==> config.mk <==
export PLATFORM = sky130hd
export DESIGN_NAME = mpb_manager
export DESIGN_NICKNAME = d
export VERILOG_FILES = /design/src/logic/mpb_pkg.sv /design/src/logic/mpb_debounce.sv /design/src/logic/mpb_manager.sv
export SDC_FILE = /design/constraint.sdc
export NUM_CORES = 1
export LEC_CHECK = 0
export BUFFER_PORTS_ARGS = -buffer_cell sky130_fd_sc_hd__buf_4
export CORE_ASPECT_RATIO = 2
export CORE_MARGIN = 4
export CORE_UTILIZATION = 38
export CTS_CLUSTER_SIZE = 20
export DETAILED_ROUTE_END_ITERATION = 12
export PLACE_DENSITY = 0.62
export SLEW_MARGIN = 5
export SYNTH_ARGS = -nofsm -noshare
export SYNTH_HDL_FRONTEND = slang
export SYNTH_HIERARCHICAL = 1
export SYNTH_SLANG_ARGS = --single-unit
==> constraint.sdc <==
create_clock -name clk_sys -period 2.1 [get_ports clk_sys]
set_input_delay 0.105 -clock clk_sys [delete_from_list [all_inputs] [get_ports clk_sys]]
set_output_delay 0.105 -clock clk_sys [all_outputs]
set_load 0.02 [all_outputs]
==> src/logic/mpb_pkg.sv <==
// Package of constants for the module power and boot manager
package mpb_pkg;

  // Clock period and minimum detected pulse width
  localparam int unsigned CLK_PERIOD_NS  = 5;
  localparam int unsigned MIN_PULSE_MS   = 16;
  localparam int unsigned MIN_PULSE_CYC  =
    (MIN_PULSE_MS * 1000000 + CLK_PERIOD_NS - 1) / CLK_PERIOD_NS;
  localparam int unsigned DB_W           = 22;

  // Number of debounced carrier inputs and their positions
  localparam int unsigned NUM_IN         = 4;
  localparam int unsigned IN_RESET       = 0;
  localparam int unsigned IN_BUTTON      = 1;
  localparam int unsigned IN_SLEEP       = 2;
  localparam int unsigned IN_LID         = 3;

  // Reset values of the outputs
  localparam logic        RST_POWER_EN   = 1'b0;
  localparam logic        RST_STANDBY_N  = 1'b0;
  localparam logic        RST_RESET_N    = 1'b0;
  localparam logic [6:0]  RST_ALT_SEL    = 7'h7f;
  localparam int unsigned NUM_STRAP      = 8;
  localparam int unsigned NUM_MUX        = 7;

  // Boot sources, strap2/strap1/strap0 with ground as zero
  typedef enum logic [2:0] {
    MPB_BOOT_CARRIER_SATA = 3'b000,
    MPB_BOOT_CARRIER_SD   = 3'b001,
    MPB_BOOT_CARRIER_ESPI = 3'b010,
    MPB_BOOT_CARRIER_SPI  = 3'b011,
    MPB_BOOT_MODULE_NAND  = 3'b100,
    MPB_BOOT_REMOTE       = 3'b101,
    MPB_BOOT_MODULE_EMMC  = 3'b110,
    MPB_BOOT_MODULE_SPI   = 3'b111
  } mpb_boot_t;

  // Firmware location
  typedef enum logic {
    MPB_FW_MODULE  = 1'b0,
    MPB_FW_CARRIER = 1'b1
  } mpb_fw_t;

endpackage

==> src/logic/mpb_debounce.sv <==
// Synchroniser and counter debouncer for one carrier input
`timescale 1ns/10ps
module mpb_debounce
  import mpb_pkg::*;
#(
  // Stable cycles needed before a new level is taken
  parameter int unsigned DB_CYC = MIN_PULSE_CYC
) (
  // Clock and reset
  input  wire logic clk_sys,
  input  wire logic rst_n,
  // Raw pin and filtered level
  input  wire logic pin_in,
  output logic      level_r
);

  logic            meta_r;
  logic            sync_r;
  logic [DB_W-1:0] cnt_r;

  always_ff @(posedge clk_sys) begin
    if (!rst_n) begin
      meta_r <= 1'b1;
      sync_r <= 1'b1;
    end else begin
      meta_r <= pin_in;
      sync_r <= meta_r;
    end
  end

  // Accept level after stable minimum width
  // Counter restarts on any bounce, so glitches never pass
  always_ff @(posedge clk_sys) begin
    if (!rst_n) begin
      cnt_r   <= '0;
      level_r <= 1'b1;
    end else if (sync_r == level_r) begin
      cnt_r <= '0;
    end else if (cnt_r == DB_W'(DB_CYC - 1)) begin
      cnt_r   <= '0;
      level_r <= sync_r;
    end else begin
      cnt_r <= cnt_r + 1'b1;
    end
  end

  // Filtered level only moves to the value the synchronised input held
  a_db_stable: assert property (@(posedge clk_sys) disable iff (!rst_n)
    $changed(level_r) |-> $past(sync_r) == level_r)
    else $error("Debounced level took a value not seen on input");

  // A short window count would let bounces through
  a_db_window: assert property (@(posedge clk_sys)
    disable iff (!rst_n)
    $changed(level_r) |-> $past(cnt_r) == DB_W'(DB_CYC - 1))
    else $error("Debounced level moved before the window ended");

endmodule // mpb_debounce

==> src/logic/mpb_manager.sv <==
// Power, reset, sleep and boot source manager toward the carrier
`timescale 1ns/10ps
module mpb_manager
  import mpb_pkg::*;
#(
  // Debounce window in clock cycles
  parameter int unsigned DB_CYC = MIN_PULSE_CYC
) (
  // Clock and reset
  input  wire logic             clk_sys,
  input  wire logic             rst_n,
  // Carrier open-drain inputs
  input  wire logic             supply_fault_n,
  input  wire logic             reset_request_n,
  input  wire logic             power_button_n,
  input  wire logic             sleep_request_n,
  input  wire logic             lid_closed_n,
  input  wire logic             battery_low_n,
  input  wire logic             charging_n,
  input  wire logic             charger_input_present_n,
  input  wire logic             test_request_n,
  input  wire logic             pm_bus_alert_n,
  // Sleep state signals from the system
  input  wire logic             suspend_to_disk_state_n,
  input  wire logic             suspend_to_ram_state_n,
  // Boot straps
  input  wire logic             boot_source_strap0_n,
  input  wire logic             boot_source_strap1_n,
  input  wire logic             boot_source_strap2_n,
  // Reset-time strap pins: input, output value, output enable
  input  wire logic [7:0]       strap_pins_in,
  input  wire logic [7:0]       strap_pins_func,
  output logic      [7:0]       strap_pins_out,
  output logic      [7:0]       strap_pins_oe,
  // Multiplexed pin configuration
  input  wire logic [6:0]       gpio_mode_req,
  input  wire logic             gpio_mode_write,
  // Outputs toward carrier and system
  output logic                  carrier_power_enable,
  output logic                  carrier_standby_n,
  output logic                  reset_out_n,
  output logic                  supply_enable,
  output logic                  module_reset_req,
  output logic                  power_button_press,
  output logic                  sleep_request,
  output logic                  lid_closed,
  output logic                  battery_low,
  output logic                  charging,
  output logic                  charger_present,
  output logic                  test_mode,
  output logic                  pm_bus_irq,
  output mpb_boot_t             boot_source,
  output mpb_fw_t               firmware_source,
  output logic      [7:0]       strap_config,
  output logic      [6:0]       alt_function_sel
);

  logic [NUM_IN-1:0] raw_in;
  logic [NUM_IN-1:0] db_level;
  logic              btn_prev_r;
  logic              st_in_rst_r;
  logic [2:0]        lvl_meta_r;
  logic [2:0]        lvl_sync_r;

  // Bundle the inputs that need a minimum pulse width
  assign raw_in[IN_RESET]  = reset_request_n;
  assign raw_in[IN_BUTTON] = power_button_n;
  assign raw_in[IN_SLEEP]  = sleep_request_n;
  assign raw_in[IN_LID]    = lid_closed_n;

  // Debounce the 16 ms carrier inputs
  for (genvar i = 0; i < NUM_IN; i++) begin : g_db
    mpb_debounce #(.DB_CYC (DB_CYC)) u_db (
      .clk_sys (clk_sys),
      .rst_n   (rst_n),
      .pin_in  (raw_in[i]),
      .level_r (db_level[i])
    );
  end

  // Level inputs that need no width: two flops
  // First stage feeds only the second, never logic
  always_ff @(posedge clk_sys) begin
    if (!rst_n) begin
      lvl_meta_r <= 3'h7;
      lvl_sync_r <= 3'h7;
    end else begin
      lvl_meta_r <= {supply_fault_n, test_request_n, pm_bus_alert_n};
      lvl_sync_r <= lvl_meta_r;
    end
  end

  // Supplies off while supply fault is held
  always_ff @(posedge clk_sys) begin
    if (!rst_n) begin
      supply_enable <= RST_POWER_EN;
    end else begin
      supply_enable <= lvl_sync_r[2];
    end
  end

  // Power enable follows disk suspend state
  // Forced off during supply fault so carrier rails stay down
  always_ff @(posedge clk_sys) begin
    if (!rst_n) begin
      carrier_power_enable <= RST_POWER_EN;
    end else begin
      carrier_power_enable <= suspend_to_disk_state_n & lvl_sync_r[2];
    end
  end

  // Standby output follows RAM suspend state
  always_ff @(posedge clk_sys) begin
    if (!rst_n) begin
      carrier_standby_n <= RST_STANDBY_N;
    end else begin
      carrier_standby_n <= suspend_to_ram_state_n;
    end
  end

  // Valid reset pulse requests a module reset
  always_ff @(posedge clk_sys) begin
    if (!rst_n) begin
      module_reset_req <= 1'b0;
    end else begin
      module_reset_req <= ~db_level[IN_RESET];
    end
  end

  // General reset output, low in reset or request
  always_ff @(posedge clk_sys) begin
    if (!rst_n) begin
      reset_out_n <= RST_RESET_N;
    end else begin
      reset_out_n <= db_level[IN_RESET];
    end
  end

  // One-cycle pulse per accepted button press
  always_ff @(posedge clk_sys) begin
    if (!rst_n) begin
      btn_prev_r         <= 1'b1;
      power_button_press <= 1'b0;
    end else begin
      btn_prev_r         <= db_level[IN_BUTTON];
      power_button_press <= btn_prev_r & ~db_level[IN_BUTTON];
    end
  end

  // Sleep and lid levels after debounce
  always_ff @(posedge clk_sys) begin
    if (!rst_n) begin
      sleep_request <= 1'b0;
      lid_closed    <= 1'b0;
    end else begin
      sleep_request <= ~db_level[IN_SLEEP];
      lid_closed    <= ~db_level[IN_LID];
    end
  end

  // Battery low, with charger status passed through
  // Charger lines are status only, no debounce is needed
  always_ff @(posedge clk_sys) begin
    if (!rst_n) begin
      battery_low     <= 1'b0;
      charging        <= 1'b0;
      charger_present <= 1'b0;
    end else begin
      battery_low     <= ~battery_low_n;
      charging        <= ~charging_n;
      charger_present <= ~charger_input_present_n;
    end
  end

  // Test mode and bus interrupt request
  always_ff @(posedge clk_sys) begin
    if (!rst_n) begin
      test_mode  <= 1'b0;
      pm_bus_irq <= 1'b0;
    end else begin
      test_mode  <= ~lvl_sync_r[1];
      pm_bus_irq <= ~lvl_sync_r[0];
    end
  end

  // Read boot straps; code maps to source
  // Carrier firmware only for carrier SPI
  always_ff @(posedge clk_sys) begin
    if (!rst_n) begin
      boot_source     <= MPB_BOOT_MODULE_SPI;
      firmware_source <= MPB_FW_MODULE;
    end else begin
      boot_source <= mpb_boot_t'({boot_source_strap2_n,
                                  boot_source_strap1_n,
                                  boot_source_strap0_n});
      case ({boot_source_strap2_n, boot_source_strap1_n,
             boot_source_strap0_n})
        MPB_BOOT_CARRIER_SPI: firmware_source <= MPB_FW_CARRIER;
        default:              firmware_source <= MPB_FW_MODULE;
      endcase
    end
  end

  // Strap pins are inputs while reset is held
  // Value is caught on the first edge after release
  always_ff @(posedge clk_sys) begin
    if (!rst_n) begin
      st_in_rst_r <= 1'b1;
    end else begin
      st_in_rst_r <= 1'b0;
    end
  end

  // Capture strap levels, then drive as outputs
  // Carrier loads here would corrupt the sample
  always_ff @(posedge clk_sys) begin
    if (!rst_n) begin
      strap_config   <= 8'h00;
      strap_pins_oe  <= 8'h00;
      strap_pins_out <= 8'h00;
    end else begin
      if (st_in_rst_r) begin
        strap_config <= strap_pins_in;
      end
      strap_pins_oe  <= 8'hff;
      strap_pins_out <= strap_pins_func;
    end
  end

  // Multiplexed pins start on alternate functions
  // A set bit selects the alternate use, clear gives GPIO
  always_ff @(posedge clk_sys) begin
    if (!rst_n) begin
      alt_function_sel <= RST_ALT_SEL;
    end else if (gpio_mode_write) begin
      alt_function_sel <= ~gpio_mode_req;
    end
  end

  // Supplies drop the cycle after the synchronised fault
  a_fault_supply_off: assert property (@(posedge clk_sys)
    disable iff (!rst_n)
    !lvl_sync_r[2] |=> !supply_enable && !carrier_power_enable)
    else $error("Supplies enabled during supply fault");

  // Carrier rails stay off in the disk suspend state
  a_power_disk: assert property (@(posedge clk_sys)
    disable iff (!rst_n)
    !suspend_to_disk_state_n |=> !carrier_power_enable)
    else $error("Carrier power on in disk suspend state");

  a_standby_follow: assert property (@(posedge clk_sys)
    disable iff (!rst_n)
    !suspend_to_ram_state_n |=> !carrier_standby_n)
    else $error("Standby output not low in standby state");

  // Filtered levels reach the outputs one cycle later
  // The first cycle after reset is skipped, outputs hold reset values
  a_reset_req_follow: assert property (@(posedge clk_sys)
    disable iff (!rst_n)
    $past(rst_n) |-> module_reset_req == !$past(db_level[IN_RESET]))
    else $error("Reset request level mismatch");

  a_reset_out_pair: assert property (@(posedge clk_sys)
    disable iff (!rst_n)
    module_reset_req |-> !reset_out_n)
    else $error("Reset output high while reset requested");

  a_press_edge: assert property (@(posedge clk_sys)
    disable iff (!rst_n)
    $fell(db_level[IN_BUTTON]) |=> power_button_press)
    else $error("Accepted press gave no pulse");

  a_press_single: assert property (@(posedge clk_sys)
    disable iff (!rst_n)
    power_button_press |=> !power_button_press)
    else $error("Button press pulse longer than one cycle");

  a_sleep_follow: assert property (@(posedge clk_sys)
    disable iff (!rst_n)
    $past(rst_n) |-> sleep_request == !$past(db_level[IN_SLEEP]))
    else $error("Sleep request level mismatch");

  a_lid_follow: assert property (@(posedge clk_sys)
    disable iff (!rst_n)
    $past(rst_n) |-> lid_closed == !$past(db_level[IN_LID]))
    else $error("Lid closed level mismatch");

  a_battery_follow: assert property (@(posedge clk_sys)
    disable iff (!rst_n)
    $past(rst_n) |-> battery_low == !$past(battery_low_n))
    else $error("Battery low level mismatch");

  a_test_follow: assert property (@(posedge clk_sys)
    disable iff (!rst_n)
    $past(rst_n) |-> test_mode == !$past(lvl_sync_r[1]))
    else $error("Test mode level mismatch");

  a_fw_carrier_spi: assert property (@(posedge clk_sys)
    disable iff (!rst_n)
    (firmware_source == MPB_FW_CARRIER) ==
    (boot_source == MPB_BOOT_CARRIER_SPI))
    else $error("Firmware source does not match straps");

  a_strap_hold: assert property (@(posedge clk_sys)
    disable iff (!rst_n)
    !st_in_rst_r |=> $stable(strap_config))
    else $error("Strap config changed after reset");

  a_alt_default: assert property (@(posedge clk_sys)
    $rose(rst_n) |-> alt_function_sel == RST_ALT_SEL)
    else $error("Pins not in alternate function after reset");

  a_irq_follow: assert property (@(posedge clk_sys)
    disable iff (!rst_n)
    pm_bus_irq == !$past(lvl_sync_r[0]))
    else $error("Bus alert interrupt mismatch");

endmodule // mpb_manager

; ---- Word level (Yosys, flattened, before mapping)
; Index checks and enable logic that the tools add are counted.
[classes]
addsub = 4
n_eq_ne = 9
n_mux = 3
n_bitwise = 17
reduce_logical = 8
[op_table]
columns = operator, count
row1 = $add 22x1->22 const B, 4
row2 = $eq 22x22->1 const B, 4
row3 = $not 1->1, 14
row4 = $reduce_or 3->1, 4
row5 = $mux 8, 1
row6 = $reduce_and 2->1, 4
row7 = $not 7->7, 1
row8 = $eq 1x1->1, 4
row9 = $eq 3x2->1 const B, 1
row10 = $and 1x1->1, 2
row11 = $mux 1, 2
[word_totals]
ff_bits = 156
inputBits = 41
output_inout_bits = 48

; ---- Logic depth before layout (Yosys ltp)
[depth]
ltp_word = 3
ltp_mapped = 7
mapped_depth_nobuf = 5

; ---- Hierarchy
; The synthesis kept the hierarchy.
[by_module_without_submodules]
columns = module, n_inst, cells_per_inst, area_per_inst_um2
row1 = mpb_debounce, 4, 132, 1132.3
row2 = mpb_manager, 1, 134, 1475.2

; ---- Worst setup path after synthesis
; No wires, ideal clock.
[synth_path]
path_kind = reg2reg
from = reg g_db[0].u_db.cnt_r[2]
to = reg g_db[0].u_db.cnt_r[21]
setup_ns = 0.070
arrival_ns = 1.744
required_time_ns = 2.030
setup_slack_ns = 0.286
path_stages_with_launch = 6
path_cell_list = dfxtp_1 nand3_2 or4_1 buf_2 or4_1 a21oi_1
[synth_between]
elab_chain_len = 2
[synth_lines]
columns = element, line_no
row1 = "start, declared", mpb_debounce.sv:19  ; logic [DB_W-1:0] cnt_r;
row2 = "start signal, assigned", mpb_debounce.sv:43  ; cnt_r <= cnt_r + 1'b1;
row3 = branches (longest 2 deep; another with $add 22x1->22), --
; Several ways; the timed one is not identified.
; A chain may end at the register's enable or synchronous reset.

; ---- Final worst setup path
[layout_path]
from = reg g_db[3].u_db.cnt_r[5]
to = reg g_db[3].u_db.cnt_r[21]
[layout_between]
elab_chain_len = 2
[layout_lines]
columns = element, line_no
row1 = "start, declared", mpb_debounce.sv:19
row2 = "start signal, assigned", mpb_debounce.sv:43
row3 = branches (longest 2 deep; another with $add 22x1->22), --
; Several ways; the timed one is not identified.

==> summary.txt <==
status = completed
routed vias = 5166
Max-cap violations = 0
Setup Crit Path Kind = flop to flop
1st-pass router iterations = 4
Seq pwr share = 0.474
setup bufs post-CTS = 0
most frequent cells in the layout = dfxtp_1, buf_4, nor2_1
Required @ worst endpoint = 2440 ps
number of buffers created by CTS = 17
post-synthesis cell area = 0.00600 sq mm
first-pass GRT wire length = 23300 microns
CP max FO = 9
CTS H-tree depth = 4
Leakage = 2.82 nW
top cells by area, synth = dfxtp_1, nor2_1, xnor2_1, a21oi_1, nand3_1
Post-synth EDFFs = 0
Hold Fails Final Rpt = 0
Ports = 89
switching share of total power = 0.227
cell taking the most area after synthesis = dfxtp_1
CP dominant cell by count = or4_1
worst r2r src = g_db[3].u_db/cnt_r[5]
Final period util = 0.949
fmax = 502 MHz
post-synth top area share = 0.497
Cell Pwr Density = 788 mW/mm^2
Max stage delay cell, worst path = or4_1
setup ws final = 107 ps
GRT overflow = 0
most common cell after layout, fill and taps aside = dfxtp_1
Tightest Hold Check Type = primary input to flop
CTS tree = yes
dpl cells = 930
CP Data Arrival Time = 2330 ps
Yosys cell types = 38
drt drc = 0
Final Power = 0.00613 W
startpoint types = flop
sequential fraction of the synthesis area = 0.497
buffer levels on the longest clock path = 2
CTS Sinks = 149
P_sw = 0.00139 W
Mean Syn Cell Area = 9.07 sq um
initial antenna violation count = 0
PortBufs = 88
WL/cell = 13.9 microns
fin crit period = 1990 ps
setup TNS = 0 ps
vias in the first global route = 5144
hold wc startpoint = gpio_mode_write
Int Pwr = 0.00474 W
maximum VDD drop = 0.564 mV
Worst-Margin Slew = 551 ps
worst slack, placed = 133 ps
chip height = 186 microns
Clk pin slew, worst setup/hold paths = 60 ps
reg2reg setup slack = 110 ps
critical path's top delay family = simple AND/OR/NAND/NOR gates
Hold Crit Endpoint = alt_function_sel[5]
combinational share of power = 0.054
Total GRT Usage = 0.157
WHS Path Cells = 3
worst-skew pair later-pin latency = 420 ps
DIE WIDTH = 96.9 microns
Slew Limit Fails = 0
Layout Skew = 8.91 ps
yosys warns = 6
Worst slew margin = 0.627
row cnt = 64
Layout Cells excl Fill = 1001
syn_nets = 707
Vias/cell = 5.16
routability congestion estimate = 0.861
DP HPWL = 10200 microns
Core ar. = 0.0154 sq mm
RSZ-0062 raised after global routing = no
CP endpoint kind = flop
share of cells above drive strength 1 = 0.183
Antenna Cells = 0
initial core utilization = 0.391
area grow syn2layout = 29.7%
largest net degree at the start of global routing = 30
CP Cell Sequence = nand4_1, or4_1, or4_1, a21oi_1
Post-synth ARST share = 0
clock power share = 0.472
Crit path buffers/inverters = 0
cell count after synthesis = 662
Post-synth top flop = dfxtp_1
initial drt markers = 147
clk root buf = clkbuf_16
CP max stage delay = 670 ps
Final #Nets = 835
final antenna-violating net count = 0
R2R cell count = 4
final count of negative-setup-slack endpoints = 0
Die ar. = 0.0180 sq mm
r2r endpoint = g_db[3].u_db/cnt_r[21]
Seq cells post-synth = 149
drt total wl = 13900 microns
==> metal layers <==
layer,up-vias,GRT usage,part of all wire
li1,2582,-,-
met1,2414,0.150,0.37
met2,131,0.303,0.55
met3,39,0.0386,0.041
met4,0,0.0827,0.033
met5,-,0,0
==> worst max path at each step <==
stage,from,to,cells after the start
finish,g_db[3].u_db/cnt_r[5],g_db[3].u_db/cnt_r[21],4
CTS,g_db[3].u_db/cnt_r[5],g_db[3].u_db/cnt_r[21],4
detailed placement,g_db[3].u_db/cnt_r[5],g_db[3].u_db/cnt_r[21],4
global placement,g_db[3].u_db/cnt_r[2],g_db[3].u_db/cnt_r[21],4
global route,g_db[2].u_db/cnt_r[2],g_db[2].u_db/cnt_r[21],4
floorplan,g_db[0].u_db/cnt_r[2],g_db[0].u_db/cnt_r[21],5
==> worst reg2reg max path, stage by stage (launching register included) <==
cell	delay [ps]
dfxtp_1	410
nand4_1	200
or4_1	670
or4_1	510
a21oi_1	140
==> timing repair <==
item / in CTS / in global routing
setup endpoints to repair: 0 / 10
gates resized for setup: 0 / 1
hold endpoints to repair: 40 / 0
hold buffers: 39 / 0
==> sequential cells by signal, indices dropped and copies added, names as in the netlist, 3 cells and up <==
| name | cells |
|---|---|
| alt_function_sel | 7 |
| boot_source | 3 |
| g_db.u_db/cnt_r | 88 |
| g_db.u_db/level_r | 4 |
| g_db.u_db/meta_r | 4 |
| g_db.u_db/sync_r | 4 |
| lvl_meta_r | 3 |
| lvl_sync_r | 3 |
| strap_config | 8 |
| strap_pins_out | 8 |
==> final cells by class <==
class                   count  area [sq um]
fillers                  1434          7590
flip-flops and latches    149          2980
multi-input cells         478          2850
repair buffers            134          1100
clock buffers              20           447
well taps                 198           248
clock inverters            12           120
inverters                  10          37.5
==> synthesized netlist by cell type (5+ instances only) <==
master,count
and2_0,5
nand3_1,36
dfxtp_1,149
mux2i_1,8
xor2_1,20
nand2b_1,18
or3_2,8
or3_1,8
xnor2_1,24
nand2_1,45
o31ai_1,8
or4_1,12
a21oi_1,36
o21ai_0,32
and2_1,21
buf_4,9
clkbuf_1,9
and3_1,25
a31oi_1,8
nor3_1,16
buf_2,6
inv_1,9
nand4_1,20
a211o_1,8
nor2_1,77
==> power groups by stage <==
stage	combinational, W	clock, W	sequential (W)
2_1_floorplan	0.0000950	0	0.00301
3_3_place_gp	0.000274	0	0.00297
3_5_place_dp	0.000280	0	0.00297
4_1_cts	0.000338	0.00298	0.00291
5_1_grt	0.000361	0.00308	0.00291
6_report	0.000333	0.00290	0.00291
==> metrics by stage <==
step           hold WS, ps   util  cell area [sq um]
4_1_cts               17.7  0.506               7780
3_3_place_gp           266  0.444               6820
2_1_floorplan          133      -               6000
3_5_place_dp           266  0.444               6820
5_1_grt               50.2  0.506               7790
6_report              31.9  0.506               7790
==> logic make-up after synthesis <==
family | after synthesis | synth area share
xor+xnor | 44 | 0.0642
simple gates | 323 | 0.293
buf+inv | 35 | 0.0300
flops | 149 | 0.497
fa+ha+maj | 4 | 0.00834
compound gates | 99 | 0.0942
mux | 8 | 0.0133
No activity file was read; power rests on OpenSTA's default activity.
